### config.mk
export PLATFORM = sky130hd
export DESIGN_NAME = wao_supervisor
export DESIGN_NICKNAME = d
export VERILOG_FILES = /design/src/wao_pkg.sv /design/src/wao_ocp_channel.sv /design/src/wao_supervisor.sv /design/src/wao_timebase.sv
export VERILOG_INCLUDE_DIRS = /design/src
export SDC_FILE = /design/constraint.sdc
export NUM_CORES = 1
export LEC_CHECK = 0
export BUFFER_PORTS_ARGS = -buffer_cell sky130_fd_sc_hd__buf_4
export CAP_MARGIN = 5
export CORE_UTILIZATION = 25
export DETAILED_ROUTE_END_ITERATION = 8
export PLACE_DENSITY_LB_ADDON = 0.2
export SYNTH_ARGS = -nofsm -noshare
export SYNTH_HDL_FRONTEND = slang
export SYNTH_SLANG_ARGS = --single-unit
export TNS_END_PERCENT = 50
### constraint.sdc
create_clock -name sys_clk_in -period 2.5 [get_ports sys_clk_in]
set_input_delay 0.125 -clock sys_clk_in [delete_from_list [all_inputs] [get_ports sys_clk_in]]
set_output_delay 0.125 -clock sys_clk_in [all_outputs]
set_load 0.01 [all_outputs]
### src/wao_consts.svh
// Purpose: constants of the wake and overcurrent supervisor
// Assumes: 25 MHz system clock, timers counted in 1 us ticks
// Notes:   times are kept in their own unit, cycle counts derive from them
//
// Behaviour
// pin mode takes straps, spi mode takes programmed fields
// master wakes a device by inverting the line for about 80 us
// a valid wake drives the active-low wake pin for the wake pulse time
// local controller enters receive mode within 500 us of the wake
// driver off: receiver level change held within the window is a wake
// driver on: current at limit within the window is a wake, tx gives level
// overcurrent shorter or longer than the window never wakes
// spi mode also sets the sticky wake interrupt flag
// spi mode wake disable suppresses wake signalling; pin mode never
// aux channel never wakes but keeps overcurrent limiting and detection
// resistor strap: variable limit, 200 us blanking, auto-recovery
// grounded strap: master mode, no fault report, disable or recovery
// open strap: immediate fault report, no disable, no recovery
// spi mode limit per driver from bits 7:5 of its own register
// fault only after overcurrent lasts past the blanking time
// pin mode line fault pulls first fault pin, aux fault the second
// auto-recovery: off, then on for one blanking time every retry time
// without auto-recovery the driver keeps sourcing during a fault
// register holds limit, blanking, retry and auto-retry enable
// a disabled driver shows no overcurrent indication
// wake window 45..75 us to 85..145 us, wake pulse 175..285 us
// retry codes 0..3 give 50, 100, 200, 500 ms
// all intervals counted on one time base, restarting on loss
`ifndef WAO_CONSTS_SVH
`define WAO_CONSTS_SVH
`define WAO_CLK_MHZ       25
`define WAO_US_CYCLES     (1 * `WAO_CLK_MHZ)
`define WAO_WU_BEGIN_US   60
`define WAO_WU_END_US     100
`define WAO_WUL_US        225
`define WAO_BLANK0_US     200
`define WAO_BLANK1_US     500
`define WAO_BLANK2_US     5000
`define WAO_BLANK3_US     2
`define WAO_BLANK_PIN_US  200
`define WAO_RETRY0_US     (50 * 1000)
`define WAO_RETRY1_US     (100 * 1000)
`define WAO_RETRY2_US     (200 * 1000)
`define WAO_RETRY3_US     (500 * 1000)
`define WAO_PIN_LIMIT     3'h0
`define WAO_LIM_MSB       7
`define WAO_LIM_LSB       5
`endif

### src/wao_pkg.sv
// Purpose: types of the wake and overcurrent supervisor
// Assumes: register layout limit[7:5] blank[4:3] retry[2:1] autoretry[0]
// Notes:   timer values travel in 1 us ticks, 19 bits reach 500 ms
package wao_pkg;
   typedef logic [18:0] wao_us_t;
   typedef enum logic [1:0] {
      WAO_STRAP_RES  = 2'b00,
      WAO_STRAP_GND  = 2'b01,
      WAO_STRAP_OPEN = 2'b10
   } wao_strap_e;
   typedef struct packed {
      logic [2:0] limit;
      logic [1:0] blank;
      logic [1:0] retry;
      logic       autoretry;
   } wao_limreg_s;
   typedef struct packed {
      wao_us_t blank_us;
      wao_us_t retry_us;
      logic    report;
      logic    autoretry;
   } wao_chcfg_s;
   typedef enum logic [2:0] {
      WAO_OC_IDLE  = 3'b000,
      WAO_OC_BLANK = 3'b001,
      WAO_OC_HOLD  = 3'b010,
      WAO_OC_OFF   = 3'b011,
      WAO_OC_PROBE = 3'b100
   } wao_oc_state_e;
endpackage

### src/wao_ocp_channel.sv
// Purpose: overcurrent blanking, fault flag and auto-retry of one driver
// Assumes: oc_in is high while the output current sits at its limit
// Notes:   the retry-off phase ignores oc_in since the driver is off then
`timescale 1ns/1ps
module wao_ocp_channel
   import wao_pkg::*;
(
   input  wire logic       sys_clk_in,     // system clock
   input  wire logic       resetn_in,      // async reset, active low
   input  wire logic       tick_in,        // 1 us tick
   input  wire logic       enable_in,      // driver enable
   input  wire logic       oc_in,          // current at limit
   input  wire wao_chcfg_s cfg_in,         // timing and mode
   output logic            fault_out,      // qualified overcurrent
   output logic            drive_allow_out // low while retry keeps driver off
);
   wao_oc_state_e state;
   wao_us_t       cnt;

   always_ff @(posedge sys_clk_in or negedge resetn_in)
   begin
      if (!resetn_in)
      begin
         state <= WAO_OC_IDLE;
         cnt   <= '0;
      end
      else if (!enable_in)
      begin
         state <= WAO_OC_IDLE;
         cnt   <= '0;
      end
      else
      begin
         cnt <= cnt + wao_us_t'(tick_in);
         case (state)
            WAO_OC_IDLE:
            begin
               cnt <= '0;
               if (oc_in)
                  state <= WAO_OC_BLANK;
            end
            WAO_OC_BLANK, WAO_OC_PROBE:
            begin
               if (!oc_in)
                  state <= WAO_OC_IDLE;
               else if (cnt >= cfg_in.blank_us)
               begin
                  state <= cfg_in.autoretry ? WAO_OC_OFF : WAO_OC_HOLD;
                  cnt   <= '0;
               end
            end
            WAO_OC_HOLD:
               if (!oc_in)
                  state <= WAO_OC_IDLE;
            WAO_OC_OFF:
            begin
               if (!cfg_in.autoretry)
                  state <= WAO_OC_HOLD;
               else if (cnt >= cfg_in.retry_us)
               begin
                  state <= WAO_OC_PROBE;
                  cnt   <= '0;
               end
            end
            default:
               state <= WAO_OC_IDLE;
         endcase
      end
   end

   assign fault_out = enable_in && cfg_in.report && (state == WAO_OC_HOLD
                      || state == WAO_OC_OFF || state == WAO_OC_PROBE);
   assign drive_allow_out = (state != WAO_OC_OFF);
endmodule

### src/wao_supervisor.sv
// Purpose: wake detection and overcurrent supervision of the line and aux drivers
// Assumes: all inputs synchronous to sys_clk_in; analog limit set elsewhere
// Notes:   open-drain pins come out as value plus enable, value always low
`include "wao_consts.svh"
`timescale 1ns/1ps
module wao_supervisor
   import wao_pkg::*;
#(
   parameter logic [7:0] US_DIV = 8'(`WAO_US_CYCLES)
)
(
   input  wire logic        sys_clk_in,                // system clock, 25 MHz
   input  wire logic        resetn_in,                 // async reset, active low
   input  wire logic        mode_spi_in,               // 0 straps, 1 programmed
   input  wire logic        line_driver_enable_in,     // line driver enable
   input  wire logic        line_transmit_input_in,    // line transmit level
   input  wire logic        line_receiver_output_in,   // line receiver level
   input  wire logic        line_overcurrent_in,       // line current at limit
   input  wire logic        aux_driver_enable_in,      // aux driver enable
   input  wire logic        aux_overcurrent_in,        // aux current at limit
   input  wire wao_strap_e  line_limit_strap_in,       // line strap state
   input  wire wao_strap_e  aux_limit_strap_in,        // aux strap state
   input  wire wao_limreg_s line_limit_register_in,    // line limit register
   input  wire wao_limreg_s aux_limit_register_in,     // aux limit register
   input  wire logic        wake_signal_disable_in,    // spi wake disable
   input  wire logic        wake_flag_clear_in,        // clears the wake flag
   output logic             wake_output_n_out,         // wake pin value
   output logic             wake_oe_out,               // wake pin drive
   output logic             wake_interrupt_flag_out,   // sticky wake status
   output logic             wake_request_high_out,     // level of last wake
   output logic             first_fault_output_n_out,  // line fault pin value
   output logic             first_fault_oe_out,        // line fault pin drive
   output logic             second_fault_output_n_out, // aux fault pin value
   output logic             second_fault_oe_out,       // aux fault pin drive
   output logic             line_fault_out,            // line fault status
   output logic             aux_fault_out,             // aux fault status
   output logic             line_drive_allow_out,      // line driver gate
   output logic             aux_drive_allow_out,       // aux driver gate
   output logic             line_master_mode_out,      // line master mode
   output logic             aux_master_mode_out,       // aux master mode
   output logic [2:0]       line_limit_code_out,       // line limit select
   output logic [2:0]       aux_limit_code_out         // aux limit select
);
   ////////////////////////////////////////////////////////////////////////////
   localparam logic [7:0] WU_BEGIN = 8'(`WAO_WU_BEGIN_US);
   localparam logic [7:0] WU_END   = 8'(`WAO_WU_END_US);
   localparam logic [8:0] WUL      = 9'(`WAO_WUL_US);
   localparam logic [7:0] DEV_MAX  = 8'hFF;

   logic       tick;
   logic       line_fault;
   logic       aux_fault;
   logic       line_allow;
   logic       aux_allow;
   logic       ref_level;
   logic       en_q;
   logic       dev;
   logic       wake_hit;
   logic       wake_allowed;
   logic       wake_start;
   logic       wake_active;
   logic [7:0] dev_cnt;
   logic [8:0] pulse_cnt;
   wao_chcfg_s line_cfg;
   wao_chcfg_s aux_cfg;

   function automatic wao_chcfg_s cfg_of(input logic spi, input wao_strap_e strap,
                                         input wao_limreg_s r);
      wao_chcfg_s c;
      c.report    = 1'b1;
      c.autoretry = 1'b0;
      c.retry_us  = wao_us_t'(`WAO_RETRY0_US);
      c.blank_us  = wao_us_t'(`WAO_BLANK_PIN_US);
      if (spi)
      begin
         c.autoretry = r.autoretry;
         case (r.blank)
            2'b00:   c.blank_us = wao_us_t'(`WAO_BLANK0_US);
            2'b01:   c.blank_us = wao_us_t'(`WAO_BLANK1_US);
            2'b10:   c.blank_us = wao_us_t'(`WAO_BLANK2_US);
            default: c.blank_us = wao_us_t'(`WAO_BLANK3_US);
         endcase
         case (r.retry)
            2'b00:   c.retry_us = wao_us_t'(`WAO_RETRY0_US);
            2'b01:   c.retry_us = wao_us_t'(`WAO_RETRY1_US);
            2'b10:   c.retry_us = wao_us_t'(`WAO_RETRY2_US);
            default: c.retry_us = wao_us_t'(`WAO_RETRY3_US);
         endcase
      end
      else
      begin
         case (strap)
            WAO_STRAP_RES:
               c.autoretry = 1'b1;
            WAO_STRAP_GND:
               c.report = 1'b0;
            WAO_STRAP_OPEN:
               c.blank_us = '0;
            default:
               c.report = 1'b1;
         endcase
      end
      return c;
   endfunction

   ////////////////////////////////////////////////////////////////////////////
   // configuration and submodules

   assign line_cfg = cfg_of(mode_spi_in, line_limit_strap_in, line_limit_register_in);
   assign aux_cfg  = cfg_of(mode_spi_in, aux_limit_strap_in, aux_limit_register_in);

   wao_timebase #(
      .DIV        (US_DIV)
   ) u_timebase (
      .sys_clk_in (sys_clk_in),
      .resetn_in  (resetn_in),
      .tick_out   (tick)
   );

   wao_ocp_channel u_line_ocp (
      .sys_clk_in      (sys_clk_in),
      .resetn_in       (resetn_in),
      .tick_in         (tick),
      .enable_in       (line_driver_enable_in),
      .oc_in           (line_overcurrent_in),
      .cfg_in          (line_cfg),
      .fault_out       (line_fault),
      .drive_allow_out (line_allow)
   );

   // the aux channel has no wake path at all
   wao_ocp_channel u_aux_ocp (
      .sys_clk_in      (sys_clk_in),
      .resetn_in       (resetn_in),
      .tick_in         (tick),
      .enable_in       (aux_driver_enable_in),
      .oc_in           (aux_overcurrent_in),
      .cfg_in          (aux_cfg),
      .fault_out       (aux_fault),
      .drive_allow_out (aux_allow)
   );

   ////////////////////////////////////////////////////////////////////////////
   // wake recognition: a deviation must end inside the window

   // receiver side counts a departure from the settled level
   assign dev = line_driver_enable_in ? line_overcurrent_in
                                      : (line_receiver_output_in != ref_level);
   assign wake_hit = !dev && (dev_cnt >= WU_BEGIN) && (dev_cnt < WU_END);
   assign wake_allowed = !(mode_spi_in && wake_signal_disable_in);
   assign wake_active = (pulse_cnt != 9'h000);
   assign wake_start = wake_hit && wake_allowed && !wake_active;

   always_ff @(posedge sys_clk_in or negedge resetn_in)
   begin
      if (!resetn_in)
         en_q <= 1'b0;
      else
         en_q <= line_driver_enable_in;
   end

   // a change that outlasts the window becomes the new settled level
   always_ff @(posedge sys_clk_in or negedge resetn_in)
   begin
      if (!resetn_in)
         ref_level <= 1'b0;
      else if (line_driver_enable_in)
         ref_level <= line_receiver_output_in;
      else if (dev && dev_cnt >= WU_END)
         ref_level <= line_receiver_output_in;
   end

   // a change of driver mode restarts the measurement so no mixed pulse counts
   always_ff @(posedge sys_clk_in or negedge resetn_in)
   begin
      if (!resetn_in)
         dev_cnt <= 8'h00;
      else if (!dev || en_q != line_driver_enable_in)
         dev_cnt <= 8'h00;
      else if (tick && dev_cnt != DEV_MAX)
         dev_cnt <= dev_cnt + 8'h01;
   end

   ////////////////////////////////////////////////////////////////////////////
   // wake pulse and flag; a new wake during a pulse is absorbed by it

   always_ff @(posedge sys_clk_in or negedge resetn_in)
   begin
      if (!resetn_in)
         pulse_cnt <= 9'h000;
      else if (wake_start)
         pulse_cnt <= WUL;
      else if (tick && wake_active)
         pulse_cnt <= pulse_cnt - 9'h001;
   end

   always_ff @(posedge sys_clk_in or negedge resetn_in)
   begin
      if (!resetn_in)
         wake_interrupt_flag_out <= 1'b0;
      else if (wake_start && mode_spi_in)
         wake_interrupt_flag_out <= 1'b1;
      else if (wake_flag_clear_in)
         wake_interrupt_flag_out <= 1'b0;
   end

   always_ff @(posedge sys_clk_in or negedge resetn_in)
   begin
      if (!resetn_in)
         wake_request_high_out <= 1'b0;
      else if (wake_start)
         wake_request_high_out <= line_transmit_input_in;
   end

   assign wake_output_n_out = 1'b0;
   assign wake_oe_out = wake_active;

   ////////////////////////////////////////////////////////////////////////////
   // fault pins and driver controls

   always_ff @(posedge sys_clk_in or negedge resetn_in)
   begin
      if (!resetn_in)
      begin
         line_limit_code_out  <= 3'h0;
         aux_limit_code_out   <= 3'h0;
         line_master_mode_out <= 1'b0;
         aux_master_mode_out  <= 1'b0;
      end
      else
      begin
         line_limit_code_out  <= mode_spi_in ? line_limit_register_in.limit
                                             : `WAO_PIN_LIMIT;
         aux_limit_code_out   <= mode_spi_in ? aux_limit_register_in.limit
                                             : `WAO_PIN_LIMIT;
         line_master_mode_out <= !mode_spi_in && line_limit_strap_in == WAO_STRAP_GND;
         aux_master_mode_out  <= !mode_spi_in && aux_limit_strap_in == WAO_STRAP_GND;
      end
   end

   assign first_fault_output_n_out  = 1'b0;
   assign second_fault_output_n_out = 1'b0;
   assign first_fault_oe_out   = !mode_spi_in && line_fault;
   assign second_fault_oe_out  = !mode_spi_in && aux_fault;
   assign line_fault_out       = line_fault;
   assign aux_fault_out        = aux_fault;
   assign line_drive_allow_out = line_allow;
   assign aux_drive_allow_out  = aux_allow;

   ////////////////////////////////////////////////////////////////////////////
   // checks

   logic [15:0] oe_len;
   int unsigned wul_lo;
   int unsigned wul_hi;

   assign wul_lo = (`WAO_WUL_US - 1) * int'(US_DIV) + 1;
   assign wul_hi = `WAO_WUL_US * int'(US_DIV);

   always_ff @(posedge sys_clk_in or negedge resetn_in)
   begin
      if (!resetn_in)
         oe_len <= 16'h0000;
      else if (wake_oe_out)
         oe_len <= oe_len + 16'h0001;
      else
         oe_len <= 16'h0000;
   end
endmodule

### src/wao_timebase.sv
// Purpose: one-cycle tick every microsecond
// Assumes: DIV system clocks per microsecond
// Notes:   shared by every timer so all intervals use one base
`timescale 1ns/1ps
module wao_timebase
   import wao_pkg::*;
#(
   parameter logic [7:0] DIV = 8'd25
)
(
   input  wire logic sys_clk_in,  // system clock
   input  wire logic resetn_in,   // async reset, active low
   output logic      tick_out     // 1 us enable pulse
);
   logic [7:0] div_cnt;

   always_ff @(posedge sys_clk_in or negedge resetn_in)
   begin
      if (!resetn_in)
         div_cnt <= 8'h00;
      else if (div_cnt >= DIV - 8'd1)
         div_cnt <= 8'h00;
      else
         div_cnt <= div_cnt + 8'd1;
   end

   assign tick_out = (div_cnt == 8'h00);
endmodule
==> results_tabular.tex <==
\begin{tabular}{lr}
\hline
Metric & Value \\
\hline
\multicolumn{2}{l}{\textbf{Critical path}} \\
Type of the worst setup path & flip-flop to flip-flop \\
Number of cells on the critical path & 12 \\
Crit path arrival time & roughly 2.6 ns \\
Required time at the worst-slack endpoint & 2.73 ns \\
Cell family contributing the most delay on the critical path & simple AND/OR/NAND/NOR gates \\
Ordered cell list for the critical path & inv\_1 -> ha\_1 -> nor4b\_4 -> and2\_4 -> ha\_2 -> ha\_2 -> nand3\_2 -> nor2\_4 -> nand4\_1 -> buf\_4 -> xor2\_2 -> nor2\_4 \\
Nature of the critical path startpoint & flip-flop \\
Worst reg2reg startpoint & u\_timebase.div\_cnt[0]\$\_DFF\_PN0\_ \\
Longest individual stage delay on the worst path & roughly 0.38 ns \\
Crit end category & flip-flop \\
FF-to-FF End & u\_aux\_ocp.cnt[14]\$\_DFF\_PN0\_ \\
Reg2Reg Depth & 12 \\
Highest-delay cell along the critical path & dfrtp\_1 \\
Critical path peak fanout & 3 \\
Sum of buffers and inverters on the critical path & 2 \\
Capturing instance or port of the critical path & u\_aux\_ocp.cnt[14]\$\_DFF\_PN0\_ \\
Crit path from & u\_timebase.div\_cnt[0]\$\_DFF\_PN0\_ \\
Setup slack of the worst register-to-register path & $\sim$0.17 ns \\
\multicolumn{2}{l}{\textbf{CTS}} \\
TritonCTS clock tree & built \\
Clk sinks & 81 \\
Clock network latency to the later pin of the worst-skew pair & around 0.35 ns \\
Buffer cell driving the clock tree root & clkbuf\_16 \\
H-tree depth reported by CTS & 3 \\
Clock-pin transition on the worst setup and hold timing paths & about 0.06 ns \\
Maximum buffer depth of the clock tree & 2 \\
Number of CTS-inserted buffers & 9 \\
\multicolumn{2}{l}{\textbf{Global route}} \\
Congestion Overflow GR & 0 \\
Number of global-route vias before repair & 4801 \\
Number of antenna violations at the first check in global routing & 0 \\
Global routing usage summed across all routing layers & 12.4\% \\
Global-route wire length before repair & 23100 µm \\
Largest net degree at the start of global routing & 46 \\
\multicolumn{2}{l}{\textbf{Placement}} \\
Standard cell area after detailed placement & 6790 µm² \\
DP Wirelength & between 10000 and 15000 µm \\
Global placement routability congestion & approximately 0.8 \\
Post-placement cell count & between 900 and 1000 \\
Worst slack after detailed placement & -0.174 ns \\
PortBufs & 47 \\
\multicolumn{2}{l}{\textbf{Timing}} \\
Final Hold Vio Count & 0 \\
Achievable Freq & $\sim$430 MHz \\
Worst rel slew slack & between 50 and 60\% \\
Final Max Tran Viols & 0 \\
Worst Slack Setup Final & around 0.17 ns \\
Period Utilization, post-route & between 90\% and 100\% \\
Actual slew at the worst max-slew pin & 0.709 ns \\
Setup Viol. Count Final & 0 \\
Unrepaired setup endpoints after global routing & yes \\
Clock period minus worst slack & $\sim$2.3 ns \\
Clk\_skew & 0.00694 ns \\
\multicolumn{2}{l}{\textbf{Cells and area}} \\
Final standard cell count with taps included and fillers excluded & $\sim$1000 \\
Number of diodes added for antenna fixing & 0 \\
Layout Cell Area excl Fill & approximately 7300 µm² \\
Share of cells above drive strength 1 & a little over a fifth \\
Util after Layout & 33.1\% \\
Synthesis-to-finish area growth & 28.9\% \\
Final net count & approximately 830 \\
\multicolumn{2}{l}{\textbf{Synthesis}} \\
Ys async rst share & 100\% \\
Predominant post-synthesis flop cell & dfrtp\_1 \\
Synth top area share & between 30\% and 40\% \\
Yosys reg bits & 81 \\
Cell taking the most area after synthesis & dfrtp\_1 \\
Number of warnings issued by yosys & 0 \\
Cell with the most instances after synthesis & dfrtp\_1 \\
Number of standard cells after synthesis & between 600 and 700 \\
Synthesized area & around 5700 µm² \\
Most used standard cells in the synthesized netlist & dfrtp\_1 (81), ha\_1 (73), nor2\_1 (55) \\
Number of enable flip-flop cells after synthesis & 0 \\
Cell types occupying the most area after synthesis & dfrtp\_1 (36\%), ha\_1 (16\%), xor2\_1 (4.6\%) \\
Synth unique cells & between 60 and 70 \\
Proportion of synthesized chip area in sequential cells & $\sim$36\% \\
Average cell area after synthesis & between 9 and 10 µm² \\
\multicolumn{2}{l}{\textbf{Floorplan}} \\
FP Rows & 54 \\
Starting Density & around 26\% \\
Overall die width & 152 µm \\
Die Footprint & around 23000 µm² \\
Core box area & approximately 22000 µm² \\
I/O pin cnt & 51 \\
Height of the die & between 150 and 200 µm \\
\multicolumn{2}{l}{\textbf{Outcome}} \\
Outcome & complete, but fails checks \\
Violations in the final reports & design-rule violations \\
\multicolumn{2}{l}{\textbf{Pwr}} \\
Share of total power consumed by net switching & around 27\% \\
Leak pwr & between 3 and 4 nW \\
Combinational cell fraction of total power & around 16\% \\
Clk pwr share & $\sim$40\% \\
Power density normalized to cell area & 463 nW/µm² \\
Maximum resistive drop on vdd & around 0.00024 V \\
Power share of the sequential group & 43.4\% \\
Internal Power & roughly 2.5 mW \\
Sw power & about 0.9 mW \\
Total Power Consumption & between 3 and 4 mW \\
\multicolumn{2}{l}{\textbf{Routing}} \\
Remaining routing DRC violations & 6 \\
Count of TritonRoute iterations in the first routing pass & 6 \\
Average detailed-routed wire length per instance & approximately 13 µm \\
Initial detailed-routing violation count & about 170 \\
Post-Route WL & around 14000 µm \\
Final ANT Viol Nets & 0 \\
Vias per cell & 4.61 \\
Routed via count & 4647 \\
\multicolumn{2}{l}{\textbf{Run}} \\
Number of violations of the max-capacitance limit & 0 \\
\multicolumn{2}{l}{\textbf{Hold path}} \\
Worst hold path class & input port to flip-flop \\
\hline
\end{tabular}
-- through the flow --
step                TNS (ns)  hold slack (ns)
floorplan                  0           -0.171
global placement       -2.28            0.135
detailed placement     -4.21            0.142
CTS                        0           0.0152
global route          -0.189           0.0185
finish                     0           0.0332
-- worst min-delay path by stage --
stage	startpoint	end	slack, ns	cells past startpoint
floorplan	resetn_in	aux_limit_code_out[0]$_DFF_PN0_	-0.17	0
global placement	resetn_in	u_aux_ocp.cnt[6]$_DFF_PN0_	0.14	1
detailed placement	resetn_in	dev_cnt[1]$_DFFE_PN0P_	0.14	1
CTS	line_receiver_output_in	ref_level$_DFFE_PN0P_	0.02	2
global route	line_receiver_output_in	ref_level$_DFFE_PN0P_	0.02	2
finish	line_receiver_output_in	ref_level$_DFFE_PN0P_	0.03	2
-- metal layers --
| layer | up-vias | track usage (%) | part of all wire (%) |
|---|---|---|---|
| met2 | 54 | 21.1 | 47 |
| li1 | 2357 | - | - |
| met3 | 11 | 2.56 | 3.1 |
| met5 | - | 0 | 0 |
| met4 | 0 | 4.33 | 1.4 |
| met1 | 2225 | 15.6 | 48 |
-- sequential cells by signal, indices dropped and copies added, names as in the netlist --
signal,count
wake_interrupt_flag_out,1
dev_cnt,8
u_timebase.div_cnt,8
aux_limit_code_out,3
aux_master_mode_out,1
u_aux_ocp.state,3
en_q,1
wake_request_high_out,1
u_line_ocp.state,3
line_limit_code_out,3
u_line_ocp.cnt,19
pulse_cnt,9
line_master_mode_out,1
u_aux_ocp.cnt,19
ref_level,1
-- cells by family after synthesis --
family / share of synthesized area, %
AO/OA/AOI/OAI: 10.7
XOR/XNOR: 8.05
adder cells (fa/ha/maj): 16.5
buffers and inverters: 4.22
flip-flops: 35.8
multiplexers: 0.995
other: 0.0663
AND/OR/NAND/NOR: 23.7
-- power groups by stage --
stage	Combinational, mW	Clock, mW	Sequential, mW
after floorplan	0.335	0	1.47
after global placement	0.523	0	1.49
after detailed placement	0.539	0	1.49
after CTS	0.557	1.43	1.46
after global routing	0.622	1.47	1.48
final	0.548	1.36	1.47
-- layout by cell type (no fill, tap or decap), types with 17 or more instances in the layout --
cell / n
dfrtp_1: 81
nor3_1: 17
inv_1: 38
xor2_1: 29
ha_1: 71
nor2_1: 52
o21ai_0: 22
nand3_1: 20
buf_4: 105
xnor2_1: 21
nand2_1: 50
-- timing repair --
item | 4_1_cts | 5_1_grt
endpoints found under the setup margin | 0 | 20
hold buffers | 12 | 0
endpoints found under the hold margin | 47 | 0
buffers inserted | 0 | 1
resized for setup | 0 | 15
-- final cells by class --
cell class | instances | area [µm²]
fillers | 2287 | 14700
multi-input cells | 472 | 3480
flip-flops and latches | 81 | 2030
repair buffers | 121 | 988
well taps | 280 | 350
clock buffers | 10 | 239
inverters | 38 | 143
clock inverters | 5 | 63.8
No activity file was read; power rests on OpenSTA's default activity.
